**src/rtl/cfgma_pkg.sv**
```systemverilog
// constants and types for configuration register message access
package cfgma_pkg;

  // ---------------------------------------------------------------------
  // token values
  // ---------------------------------------------------------------------
  localparam logic [7:0] TOK_WR     = 8'hc0;
  localparam logic [7:0] TOK_RD     = 8'hc1;
  localparam logic [7:0] TOK_END    = 8'h01;
  localparam logic [7:0] TOK_OK     = 8'h03;
  localparam logic [7:0] TOK_FAIL   = 8'h04;

  // ---------------------------------------------------------------------
  // field layout and codes
  // ---------------------------------------------------------------------
  localparam logic [7:0] NOREPLY_LOW = 8'hff;
  localparam logic [7:0] PS_RES_LOW  = 8'h0b;
  localparam logic [1:0] REPLY_LAST  = 2'h2;
  localparam logic [1:0] REGN_LAST   = 2'h1;
  localparam logic [1:0] WDAT_LAST   = 2'h3;
  localparam logic [2:0] RD_OK_LAST  = 3'h5;
  localparam logic [2:0] SHORT_LAST  = 3'h1;
  localparam int         BUF_W       = 9;
  localparam int         BUF_D       = 2;

  // ---------------------------------------------------------------------
  // states
  // ---------------------------------------------------------------------
  typedef enum logic [3:0] {
    S_IDLE,
    S_RPLY,
    S_REGN,
    S_WDAT,
    S_END,
    S_CHK,
    S_STRB,
    S_RESP
  } cfgma_state_t;

endpackage

```
**src/rtl/cfgma_top.sv**
```systemverilog
// message interpreter for configuration register access
`timescale 1ns/1ps
// Overview of operation
// - write with reply low byte all ones gets no reply at all
// - multi-byte fields travel most significant byte first
// - status resource id is processor status number shifted eight, ORed 0x0b
// - write framing: token 192, reply id, register number, data, token 1
// - write answer: tokens 3,1 on success or 4,1 on failure
// - read answer: token 3, 32-bit data, token 1; or 4,1
module cfgma_top
  import cfgma_pkg::*;
(
  // clock and reset
  input  wire  logic        MCLK,
  input  wire  logic        RSTN,
  // request token stream
  input  wire  logic [7:0]  RX_DATA,
  input  wire  logic        RX_CTL,
  input  wire  logic        RX_VALID,
  output logic              RX_READY,
  // reply token stream
  output logic [7:0]        TX_DATA,
  output logic              TX_CTL,
  output logic              TX_VALID,
  input  wire  logic        TX_READY,
  output logic [23:0]       TX_DEST,
  // register bank access
  output logic [15:0]       REG_NUM,
  output logic [31:0]       REG_WDATA,
  output logic              REG_WE,
  output logic              REG_RE,
  input  wire  logic        REG_HIT,
  input  wire  logic [31:0] REG_RDATA,
  // processor status resource id
  input  wire  logic [7:0]  PS_NUM,
  output logic [15:0]       PS_RES_ID
);

  typedef struct packed {
    cfgma_state_t st;
    logic [1:0]   cnt;
    logic         is_rd;
    logic         bad;
    logic [23:0]  reply;
    logic [23:0]  dest;
    logic [15:0]  num;
    logic [31:0]  wdat;
    logic [31:0]  rdat;
    logic         ok;
    logic [2:0]   step;
    logic         rx_rdy;
    logic         we;
    logic         re;
    logic [15:0]  ps_id;
  } cfgma_st_t;

  cfgma_st_t  r_r;
  cfgma_st_t  r_nxt;
  logic       accept;
  logic       push;
  logic       buf_ready;
  logic [8:0] bval;

  // ---------------------------------------------------------------------
  // helpers
  // ---------------------------------------------------------------------
  function automatic logic [2:0] last_step(input logic ok, input logic rd);
    last_step = (ok && rd) ? RD_OK_LAST : SHORT_LAST;
  endfunction

  function automatic logic [8:0] resp_byte(input logic [2:0]  step,
                                           input logic        ok,
                                           input logic        rd,
                                           input logic [31:0] d);
    logic [31:0] sh;
    sh = d >> {3'h4 - step, 3'h0};
    if (step == 3'h0)
      resp_byte = {1'b1, ok ? TOK_OK : TOK_FAIL};
    else if (step == last_step(ok, rd))
      resp_byte = {1'b1, TOK_END};
    else
      resp_byte = {1'b0, sh[7:0]};
  endfunction

  // ---------------------------------------------------------------------
  // next state
  // ---------------------------------------------------------------------
  always_comb
  begin
    r_nxt  = r_r;
    accept = RX_VALID & r_r.rx_rdy;
    bval   = resp_byte(r_r.step, r_r.ok, r_r.is_rd, r_r.rdat);
    push   = (r_r.st == S_RESP) & buf_ready;
    // status id is pure wiring of a number, kept registered for timing
    r_nxt.ps_id = {PS_NUM, PS_RES_LOW};
    r_nxt.we    = 1'b0;
    r_nxt.re    = 1'b0;
    unique case (r_r.st)
      S_IDLE:
      begin
        r_nxt.bad = 1'b0;
        r_nxt.cnt = 2'h0;
        // stray bytes outside a frame have no reply address: dropped
        if (accept && RX_CTL && (RX_DATA == TOK_WR || RX_DATA == TOK_RD))
        begin
          r_nxt.is_rd = (RX_DATA == TOK_RD);
          r_nxt.st    = S_RPLY;
        end
      end
      S_RPLY, S_REGN, S_WDAT:
      begin
        if (accept && RX_CTL)
        begin
          r_nxt.bad = 1'b1;
          r_nxt.st  = (RX_DATA == TOK_END) ? S_CHK : S_END;
        end
        else if (accept)
        begin
          r_nxt.cnt = r_r.cnt + 2'h1;
          if (r_r.st == S_RPLY)
          begin
            r_nxt.reply = {r_r.reply[15:0], RX_DATA};
            if (r_r.cnt == REPLY_LAST)
            begin
              r_nxt.cnt = 2'h0;
              r_nxt.st  = S_REGN;
            end
          end
          else if (r_r.st == S_REGN)
          begin
            r_nxt.num = {r_r.num[7:0], RX_DATA};
            if (r_r.cnt == REGN_LAST)
            begin
              r_nxt.cnt = 2'h0;
              r_nxt.st  = r_r.is_rd ? S_END : S_WDAT;
            end
          end
          else
          begin
            r_nxt.wdat = {r_r.wdat[23:0], RX_DATA};
            if (r_r.cnt == WDAT_LAST)
            begin
              r_nxt.cnt = 2'h0;
              r_nxt.st  = S_END;
            end
          end
        end
      end
      S_END:
      begin
        if (accept && RX_CTL && RX_DATA == TOK_END)
          r_nxt.st = S_CHK;
        else if (accept)
          r_nxt.bad = 1'b1;
      end
      S_CHK:
      begin
        r_nxt.dest = r_r.reply;
        r_nxt.step = 3'h0;
        r_nxt.ok   = 1'b0;
        if (!r_r.bad && REG_HIT)
        begin
          r_nxt.we = ~r_r.is_rd;
          r_nxt.re = r_r.is_rd;
          r_nxt.st = S_STRB;
        end
        else if (!r_r.is_rd && r_r.reply[7:0] == NOREPLY_LOW)
          r_nxt.st = S_IDLE;
        else
          r_nxt.st = S_RESP;
      end
      S_STRB:
      begin
        r_nxt.ok   = 1'b1;
        r_nxt.rdat = REG_RDATA;
        if (!r_r.is_rd && r_r.reply[7:0] == NOREPLY_LOW)
          r_nxt.st = S_IDLE;
        else
          r_nxt.st = S_RESP;
      end
      S_RESP:
      begin
        if (push)
        begin
          r_nxt.step = r_r.step + 3'h1;
          if (r_r.step == last_step(r_r.ok, r_r.is_rd))
          begin
            r_nxt.step = 3'h0;
            r_nxt.st   = S_IDLE;
          end
        end
      end
    endcase
    r_nxt.rx_rdy = (r_nxt.st == S_IDLE) || (r_nxt.st == S_RPLY) ||
                   (r_nxt.st == S_REGN) || (r_nxt.st == S_WDAT) ||
                   (r_nxt.st == S_END);
  end

  always_ff @(posedge MCLK or negedge RSTN)
  begin
    if (!RSTN)
      r_r <= '{st: S_IDLE, default: '0};
    else
      r_r <= r_nxt;
  end

  // ---------------------------------------------------------------------
  // reply buffer
  // ---------------------------------------------------------------------
  cfgma_buf #(
    .W (BUF_W),
    .D (BUF_D)
  ) u_buf (
    .MCLK      (MCLK),
    .RSTN      (RSTN),
    .in_data   (bval),
    .in_valid  (r_r.st == S_RESP),
    .in_ready  (buf_ready),
    .out_data  ({TX_CTL, TX_DATA}),
    .out_valid (TX_VALID),
    .out_ready (TX_READY)
  );

  assign RX_READY  = r_r.rx_rdy;
  assign TX_DEST   = r_r.dest;
  assign REG_NUM   = r_r.num;
  assign REG_WDATA = r_r.wdat;
  assign REG_WE    = r_r.we;
  assign REG_RE    = r_r.re;
  assign PS_RES_ID = r_r.ps_id;
endmodule

```
**src/rtl/cfgma_buf.sv**
```systemverilog
// two-entry reply buffer with valid and ready on both sides
`timescale 1ns/1ps
module cfgma_buf
  import cfgma_pkg::*;
#(
  parameter int W = BUF_W,
  parameter int D = BUF_D
)
(
  // clock and reset
  input  wire  logic         MCLK,
  input  wire  logic         RSTN,
  // filling side
  input  wire  logic [W-1:0] in_data,
  input  wire  logic         in_valid,
  output logic               in_ready,
  // draining side
  output logic [W-1:0]       out_data,
  output logic               out_valid,
  input  wire  logic         out_ready
);

  localparam int CW = $clog2(D + 1);

  typedef struct packed {
    logic [D-1:0][W-1:0] ent;
    logic [CW-1:0]       cnt;
    logic                ovalid;
    logic                iready;
  } cfgma_buf_t;

  cfgma_buf_t r_r;
  cfgma_buf_t r_nxt;
  logic       pop;
  logic       push;

  // ---------------------------------------------------------------------
  // next state
  // ---------------------------------------------------------------------
  always_comb
  begin
    r_nxt = r_r;
    pop   = r_r.ovalid & out_ready;
    push  = in_valid & r_r.iready;
    if (pop)
    begin
      for (int i = 0; i < D - 1; i++)
      begin
        r_nxt.ent[i] = r_r.ent[i+1];
      end
      r_nxt.cnt = r_nxt.cnt - CW'(1);
    end
    if (push)
    begin
      r_nxt.ent[r_nxt.cnt] = in_data;
      r_nxt.cnt            = r_nxt.cnt + CW'(1);
    end
    // ready and valid are registered so both edges stay flop-driven
    r_nxt.ovalid = (r_nxt.cnt != '0);
    r_nxt.iready = (r_nxt.cnt < CW'(D));
  end

  always_ff @(posedge MCLK or negedge RSTN)
  begin
    if (!RSTN)
      r_r <= '0;
    else
      r_r <= r_nxt;
  end

  assign in_ready  = r_r.iready;
  assign out_valid = r_r.ovalid;
  assign out_data  = r_r.ent[0];

endmodule

```
**config.mk**
```make
export PLATFORM = sky130hd
export DESIGN_NAME = cfgma_top
export DESIGN_NICKNAME = d
export VERILOG_FILES = /design/src/rtl/cfgma_pkg.sv /design/src/rtl/cfgma_top.sv /design/src/rtl/cfgma_buf.sv
export SDC_FILE = /design/constraint.sdc
export NUM_CORES = 1
export LEC_CHECK = 0
export ABC_AREA = 1
export BUFFER_PORTS_ARGS = -buffer_cell sky130_fd_sc_hd__buf_2
export CORE_MARGIN = 2
export CORE_UTILIZATION = 40
export CTS_BUF_LIST = sky130_fd_sc_hd__clkbuf_8
export CTS_CLUSTER_DIAMETER = 200
export DETAILED_ROUTE_END_ITERATION = 10
export GPL_TIMING_DRIVEN = 0
export PLACE_DENSITY_LB_ADDON = 0.15
export SYNTH_ARGS = -nofsm -noshare
export SYNTH_HDL_FRONTEND = slang
export SYNTH_SLANG_ARGS = --single-unit
export TNS_END_PERCENT = 100
```
**constraint.sdc**
```tcl
create_clock -name MCLK -period 6.1 [get_ports MCLK]
set_input_delay 0.61 -clock MCLK [delete_from_list [all_inputs] [get_ports MCLK]]
set_output_delay 0.61 -clock MCLK [all_outputs]
set_load 0.005 [all_outputs]
```
==> qor.log, run 1 <==
[run_status] result of the run finished clean
[timing] count of final setup violators 0
[clocking] clock latency of the later-clocked register in the worst-skew pair 460 ps
[routing] final wirelength 18.0 mm
[clocking] number of buffers created by CTS 17
[synthesis] dominant register cell in the synthesized netlist sky130_fd_sc_hd__dfrtp_1
[clocking] post-CTS resize count 0
[timing] Setup Skew 14.1 ps
[worst_setup_path] Arr. time, crit path 3110 ps
[power_and_ir_drop] power per cell area 481 mW/mm2
[clocking] hold buffer count at cts 0
[synthesis] Adder-Cell Fraction of Synth Area 1.84%
[timing] worst-case headroom to the max-slew limit 57.4%
[die] Initial Utilization 40.5%
[synthesis] top cells by instance count after synthesis 264 x sky130_fd_sc_hd__nand2_1, 174 x sky130_fd_sc_hd__dfrtp_1, 98 x sky130_fd_sc_hd__buf_4
[cells_and_area] area of combinational cells with multiple inputs 0.00267 mm2
[synthesis] post-synthesis instance total 915
[global_route] first-pass GRT wire length 29.4 mm
[synthesis] post-synthesis mux area share 2.83%
[synthesis] synthesized area divided by synthesized cell count 8.93 um2
[routing] DRC errors left 0
[timing] crit share post-route 45.2%
[cells_and_area] proportion of layout cells with a drive suffix above 1 30.8%
[timing] maximum frequency from static timing analysis 0.362 GHz
[die] Die Ht 147 um
[cells_and_area] fill cell count 2013
[synthesis] library cell with the largest summed area after synthesis sky130_fd_sc_hd__dfrtp_1
[global_route] pin count of the biggest net entering global routing 116
[job] count of maximum capacitance violations 0
[synthesis] area share of xor/xnor cells in the synthesized design 0.214%
[worst_setup_path] Crit path required time 6450 ps
[timing] worst slew pin tran 639 ps
[synthesis] async set-or-reset flop fraction in the synthesized netlist 100%
[synthesis] area fraction of the dominant cell type after synthesis 53.3%
[timing] total negative setup slack 0 ps
[timing] RSZ-0062 raised after global routing false
[synthesis] Post-synth EDFFs 0
[clocking] Clk Tree Root Cell sky130_fd_sc_hd__clkbuf_8
[power_and_ir_drop] VDD IR-drop max 230 uV
[routing] First DRT Iteration DRCs 360
[worst_setup_path] Reg2Reg Depth 11
[routing] drt via density 4.51
[synthesis] area of the mapped netlist 0.00817 mm2
[worst_setup_path] top fanout value on the critical path 10
[synthesis] Yosys Warn Count 0
[routing] number of nets still failing antenna checks after routing 0
[synthesis] top cells by area, synth sky130_fd_sc_hd__dfrtp_1 53%, sky130_fd_sc_hd__nand2_1 12%, sky130_fd_sc_hd__buf_4 9.0%, sky130_fd_sc_hd__o21ai_0 5.5%, sky130_fd_sc_hd__inv_1 2.8%
[global_route] vias in the first global route 5795
[routing] routed wire length per instance 13.2 um
[cells_and_area] area added between synthesis and finish 19.2%
[die] total core area 0.0202 mm2
[synthesis] total of flip-flops plus latches after synthesis 174
[worst_setup_path] CP Launch Type register
[cells_and_area] Non-Filler Instances 1370
[clocking] H-tree levels 4
[die] x dimension of the die 147 um
[die] FP Rows 52
[clocking] clk sinks 174
[cells_and_area] total number of nets in the final design 1154
[timing] Max Transition Viols Final 0
[worst_setup_path] source of the critical timing path r_r[19]
[placement] count of placed standard cells including taps 1339
[worst_setup_path] startpoint of the worst-slack reg-to-reg timing path r_r[19]
[die] number of top-level pins 155
[synthesis] post-synth cell types 41
[synthesis] simple-gate portion of the synthesized area 18.8%
[hold_path] worst hold-check path type primary input to async pin
[placement] number of I/O port buffers 149
[die] area of the die 0.0216 mm2
[cells_and_area] total area of sequential cells 0.00435 mm2
[routing] first-pass iteration count of the detailed router 4
[clocking] number of buffers between clock root and the deepest sink 2
[clocking] TritonCTS clock tree yes
[synthesis] sequential element share of the synthesized area 53.3%
[worst_setup_path] sort of element at the end of the critical path register
[placement] gpl congestion 0.827
[placement] post-detail-place hpwl 13.2 mm
[worst_setup_path] critical register-to-register path endpoint u_buf.out_data[2]
[synthesis] synthesized-area fraction occupied by ao, oa, aoi and oai cells 8.71%
[timing] final count of hold timing violations 0
[global_route] number of antenna violations at the first check in global routing 1
[synthesis] dominant combinational cell family by area after synthesis simple AND/OR/NAND/NOR gates
[clocking] Clock Pin Slew Worst Setup and Hold Paths 100 ps
[clocking] Post CTS Setup Buffer Count 0
[timing] post-layout minimum cycle time 2760 ps
[synthesis] most numerous cell in the Yosys netlist sky130_fd_sc_hd__nand2_1
[global_route] Congestion Overflow GR 0
[routing] vias 6175
[worst_setup_path] critical path class register to register
[power_and_ir_drop] Leakage 5.34 nW
[global_route] overall global routing resource usage 17.2%
[worst_setup_path] worst reg2reg setup slack 3340 ps
sequential cells by signal, indices dropped and copies added, names as in the netlist:
register         cells
REG_WE               1
RX_READY             1
u_buf.r_r           11
REG_NUM             16
u_buf.out_data       9
TX_DEST             24
r_r                 68
u_buf.in_ready       1
PS_RES_ID            9
REG_WDATA           32
u_buf.out_valid      1
REG_RE               1
placed cells by master, fill, tap and decap left out, types with 5 or more instances in the layout:
| cell | netlist | layout |
|---|---|---|
| sky130_fd_sc_hd__a21oi_1 | 20 | 20 |
| sky130_fd_sc_hd__a31oi_1 | 6 | 6 |
| sky130_fd_sc_hd__buf_2 | 13 | 161 |
| sky130_fd_sc_hd__buf_4 | 98 | 98 |
| sky130_fd_sc_hd__clkbuf_1 | 12 | 12 |
| sky130_fd_sc_hd__clkbuf_8 | 0 | 18 |
| sky130_fd_sc_hd__conb_1 | 2 | 6 |
| sky130_fd_sc_hd__dfrtp_1 | 174 | 174 |
| sky130_fd_sc_hd__ha_1 | 12 | 12 |
| sky130_fd_sc_hd__inv_1 | 61 | 61 |
| sky130_fd_sc_hd__inv_2 | 5 | 5 |
| sky130_fd_sc_hd__mux2_2 | 13 | 13 |
| sky130_fd_sc_hd__mux2_4 | 5 | 5 |
| sky130_fd_sc_hd__nand2_1 | 264 | 264 |
| sky130_fd_sc_hd__nand2_2 | 5 | 5 |
| sky130_fd_sc_hd__nand3_1 | 24 | 24 |
| sky130_fd_sc_hd__nor2_1 | 61 | 61 |
| sky130_fd_sc_hd__o21ai_0 | 90 | 90 |
| sky130_fd_sc_hd__o21ai_1 | 7 | 7 |
| sky130_fd_sc_hd__o22ai_1 | 5 | 5 |
final cells by class:
type,count,share of cell area (%)
well taps,270,3.47
inverters,70,2.79
diodes,1,0.0257
clock inverters,12,1.89
multi-input cells,548,27.4
repair buffers,150,8.04
clock buffers,18,2.54
plain buffers,127,9.15
flip-flops and latches,174,44.7
per-layer routing:
layer  part of all wire (%)  global-route usage, %
met1                     50                   25.0
met2                     45                   26.2
met3                    4.6                   3.82
met4                   0.92                   4.62
met5                      0                      0
metrics by stage:
stage / area [um2] / setup WS (ps) / utilization, % / power (W) / hold WS (ps)
global placement: 9270 / 1480 / 46.0 / 0.00381 / 449
global route: 9740 / 3130 / 48.3 / 0.00509 / 78.5
detailed placement: 9310 / 3330 / 46.1 / 0.00384 / 457
finish: 9740 / 3340 / 48.3 / 0.00468 / 66.7
CTS: 9740 / 3330 / 48.3 / 0.00474 / 58.8
floorplan: 8190 / 3940 / - / 0.00321 / 314
worst max-delay path, stage by stage (launching register included):
cell and delay (ps):
sky130_fd_sc_hd__dfrtp_1 380, sky130_fd_sc_hd__buf_2 200, sky130_fd_sc_hd__clkinv_1 240, sky130_fd_sc_hd__buf_2 270
sky130_fd_sc_hd__ha_1 290, sky130_fd_sc_hd__clkbuf_1 330, sky130_fd_sc_hd__inv_2 180, sky130_fd_sc_hd__o21ai_0 120
sky130_fd_sc_hd__o22ai_1 120, sky130_fd_sc_hd__nand3_1 80, sky130_fd_sc_hd__o21ai_0 150, sky130_fd_sc_hd__mux2_4 300
worst max-delay path by stage:
stage / slack, ps / cells after the start / endpoint
after CTS: 3330 / 11 / u_buf.out_data[2]
after global placement: 1480 / 1 / u_buf.out_data[6]
after detailed placement: 3330 / 11 / u_buf.out_data[2]
after floorplan: 3940 / 11 / u_buf.out_data[2]
final: 3340 / 11 / u_buf.out_data[2]
after global routing: 3130 / 12 / u_buf.r_r[13]
cell families (layout without fill, tap and decap cells):
group	Yosys count	count (layout)
compound gates	135	135
xor+xnor	2	2
fa+ha+maj	12	12
buf+inv	197	377
flops	174	174
mux	19	19
other cells	2	7
simple gates	374	374
power by group:
group          internal, W  switching [W]
Sequential         0.00160       0.000283
Clock             0.000459       0.000428
Combinational     0.000884        0.00102
(Power assumes the default switching activity.)
==> run 2: changes to the inputs <==
==> constraint.sdc (replaced) <==
create_clock -name MCLK -period 2.85 [get_ports MCLK]
set_input_delay 0.285 -clock MCLK [delete_from_list [all_inputs] [get_ports MCLK]]
set_output_delay 0.285 -clock MCLK [all_outputs]
set_load 0.005 [all_outputs]
==> qor.log, run 2 (synthesized netlist as in run 1, its figures left out) <==
[die] Die Ht 147 um [unchanged]
[cells_and_area] fill cell count 2005 [-0.40%]
[die] number of top-level pins 155 [unchanged]
[global_route] pin count of the biggest net entering global routing 116 [unchanged]
[power_and_ir_drop] Net Sw Power 0.00374 W [+120%]
[global_route] first-pass GRT wire length 29.6 mm [+0.47%]
[timing] worst slew pin tran 636 ps [-2.26 ps]
[placement] number of I/O port buffers 149 [unchanged]
[routing] drt via density 4.49 [-0.29%]
[power_and_ir_drop] fraction of power consumed by sequential logic 40.0% [-0.3 points]
[global_route] Congestion Overflow GR 0 [unchanged]
[placement] post-detail-place hpwl 13.2 mm [unchanged]
[timing] total negative setup slack 0 ps [unchanged]
[hold_path] worst hold-check path type primary input to register
[timing] final-layout worst hold slack 24.9 ps [-41.8 ps]
[timing] final count of hold timing violations 0 [unchanged]
[global_route] number of antenna violations at the first check in global routing 1 [unchanged]
[worst_setup_path] slowest cell on the critical path sky130_fd_sc_hd__ha_2
[cells_and_area] area of combinational cells with multiple inputs 0.00267 mm2 [about the same]
[worst_setup_path] sort of element at the end of the critical path register
[cells_and_area] commonest non-fill, non-tap cells in the layout 264 x sky130_fd_sc_hd__nand2_1, 174 x sky130_fd_sc_hd__dfrtp_1, 161 x sky130_fd_sc_hd__buf_2
[clocking] clk sinks 174 [unchanged]
[cells_and_area] proportion of layout cells with a drive suffix above 1 30.9% [+0.12 points]
[die] Initial Utilization 40.5% [unchanged]
[power_and_ir_drop] Clock power frac 18.8% [about the same]
[hold_path] number of cells on the worst hold path 3
[clocking] number of buffers created by CTS 17 [unchanged]
[job] count of maximum capacitance violations 0 [unchanged]
[hold_path] WHS Endpoint r_r[42]
[worst_setup_path] top fanout value on the critical path 10 [unchanged]
[timing] post-layout minimum cycle time 2540 ps [-223 ps]
[routing] vias 6211 [+0.58%]
[clocking] clock latency of the later-clocked register in the worst-skew pair 460 ps [about the same]
[routing] first-pass iteration count of the detailed router 5 [+1]
[worst_setup_path] Crit path required time 3240 ps [-3210 ps]
[routing] number of nets still failing antenna checks after routing 0 [unchanged]
[cells_and_area] area added between synthesis and finish 20.7%
[power_and_ir_drop] Leakage 5.39 nW [+0.90%]
[power_and_ir_drop] power per cell area 1020 mW/mm2 [+110%]
[routing] First DRT Iteration DRCs 348 [-3.3%]
[cells_and_area] register with the most flip-flops r_r
[timing] Setup Skew 16.0 ps [+1.87 ps]
[worst_setup_path] critical register-to-register path endpoint u_buf.out_data[6]
[routing] DRC errors left 0 [unchanged]
[power_and_ir_drop] internal portion of total power 0.00636 W [+120%]
[die] x dimension of the die 147 um [unchanged]
[routing] final wirelength 18.2 mm [+1.1%]
[worst_setup_path] startpoint of the worst-slack reg-to-reg timing path r_r[19]
[worst_setup_path] worst reg2reg setup slack 310 ps [-3030 ps]
[global_route] overall global routing resource usage 17.3% [+0.074 points]
[timing] crit share post-route 89.0% [+44 points]
[run_status] result of the run finished clean
[global_route] vias in the first global route 5824 [+0.50%]
[worst_setup_path] worst path cell trace buf_2, clkinvlp_4, buf_2, ha_2, clkinvlp_2, nor2_1, o21ai_0, a21oi_1, nor2_1, a31oi_1
[die] total core area 0.0202 mm2 [unchanged]
[timing] RSZ-0062 raised after global routing false
[cells_and_area] total number of nets in the final design 1166 [+1.0%]
[cells_and_area] total area of sequential cells 0.00435 mm2 [unchanged]
[clocking] Clk Tree Root Cell sky130_fd_sc_hd__clkbuf_8
[die] FP Rows 52 [unchanged]
[power_and_ir_drop] VDD IR-drop max 492 uV [+110%]
[timing] Max Transition Viols Final 0 [unchanged]
[routing] routed wire length per instance 13.2 um [+0.19%]
[cells_and_area] most frequent standard cell in the layout excluding fill and tap cells sky130_fd_sc_hd__nand2_1
[timing] worst-case headroom to the max-slew limit 57.6% [+0.15 points]
[cells_and_area] max FFs per register 68 [unchanged]
[hold_path] HP Start REG_RDATA[19]
[worst_setup_path] Reg2Reg Depth 10 [-1]
[power_and_ir_drop] combinational group share of total power 41.2% [+0.4 points]
[worst_setup_path] slowest stage delay, CP 470 ps [+90 ps]
[timing] count of final setup violators 0 [unchanged]
[worst_setup_path] Arr. time, crit path 2930 ps [-180 ps]
[timing] maximum frequency from static timing analysis 0.394 GHz [+8.8%]
[clocking] TritonCTS clock tree yes
[clocking] Clock Pin Slew Worst Setup and Hold Paths 100 ps [about the same]
[clocking] H-tree levels 4 [unchanged]
[power_and_ir_drop] Net Sw Frac 37.1% [about the same]
[placement] gpl congestion 0.827 [unchanged]
[clocking] number of buffers between clock root and the deepest sink 2 [unchanged]
[worst_setup_path] critical path class register to register
[die] area of the die 0.0216 mm2 [unchanged]
[worst_setup_path] CP Launch Type register
## run 2: cell types whose count changed in the layout (fill, tap and decap cells not counted), sizes merged
cell | before | now
buf | 265 | 267
clkinvlp | 1 | 3
clkinv | 5 | 4
dlygate4sd3 | 0 | 10
clkbuf | 30 | 29
## run 2: how the worst max path moves through the flow
stage	startpoint	to	slack, ps	depth (start not counted)
detailed placement	r_r[19]	u_buf.out_data[2]	80	11
finish	r_r[19]	u_buf.out_data[6]	310	10
global route	r_r[19]	u_buf.out_data[5]	120	10
CTS	r_r[19]	u_buf.out_data[2]	80	11
floorplan	r_r[19]	u_buf.out_data[2]	690	11
global placement	RSTN	u_buf.out_data[6]	-1440	1
## run 2: per-stage QoR
stage | instances | setup slack (ps) | util (%) | power (W) | instance area [um2]
final | 1382 | 313 | 48.9 | 0.0101 | 9860
after global routing | 1381 | 116 | 48.9 | 0.0110 | 9860
after CTS | 1379 | 77.0 | 48.8 | 0.0102 | 9840
after detailed placement | 1339 | 79.1 | 46.1 | 0.00822 | 9310
after global placement | 1338 | -1440 | 46.0 | 0.00815 | 9270
after floorplan | 919 | 686 | - | 0.00687 | 8190
## run 2: timing repair
item	4_1_cts	5_1_grt
hold buffers	10	0
endpoints found under the hold margin	68	0
setup endpoints to repair	0	6
buffers inserted	0	2
gates resized for setup	0	2
## run 2: worst max-delay path, delay by kind of cell (launching register included)
family | cells | cell delay [ps]
DFF | 1 | 380
adders and majority gates | 1 | 470
AOI/OAI and AO/OA | 3 | 450
buffers and inverters | 4 | 950
and+or+nand+nor | 2 | 230
## run 2: metal layers
layer  wire length [um]  track usage (%)  up-vias
li1                   -                -     3174
met1               9050             25.1     2915
met2               8230             26.4      108
met3                732             3.82       14
met4                198             4.62        0
met5                  0                0        -
## run 2: power by group through the flow
stage / Clock (W) / Combinational, W / Sequential [W]
2_1_floorplan: 0 / 0.00297 / 0.00390
3_3_place_gp: 0 / 0.00408 / 0.00408
3_5_place_dp: 0 / 0.00414 / 0.00408
4_1_cts: 0.00195 / 0.00416 / 0.00404
5_1_grt: 0.00205 / 0.00475 / 0.00416
6_report: 0.00190 / 0.00416 / 0.00404
## run 2: area by class of cell
cell class	instances	area share [%]
well taps	270	3.43
repair buffers	162	9.11
clock buffers	18	2.51
diodes	1	0.0254
repair inverters	1	0.0507
flip-flops and latches	174	44.1
plain buffers	126	8.99
inverters	70	2.79
clock inverters	12	1.86
multi-input cells	548	27.1
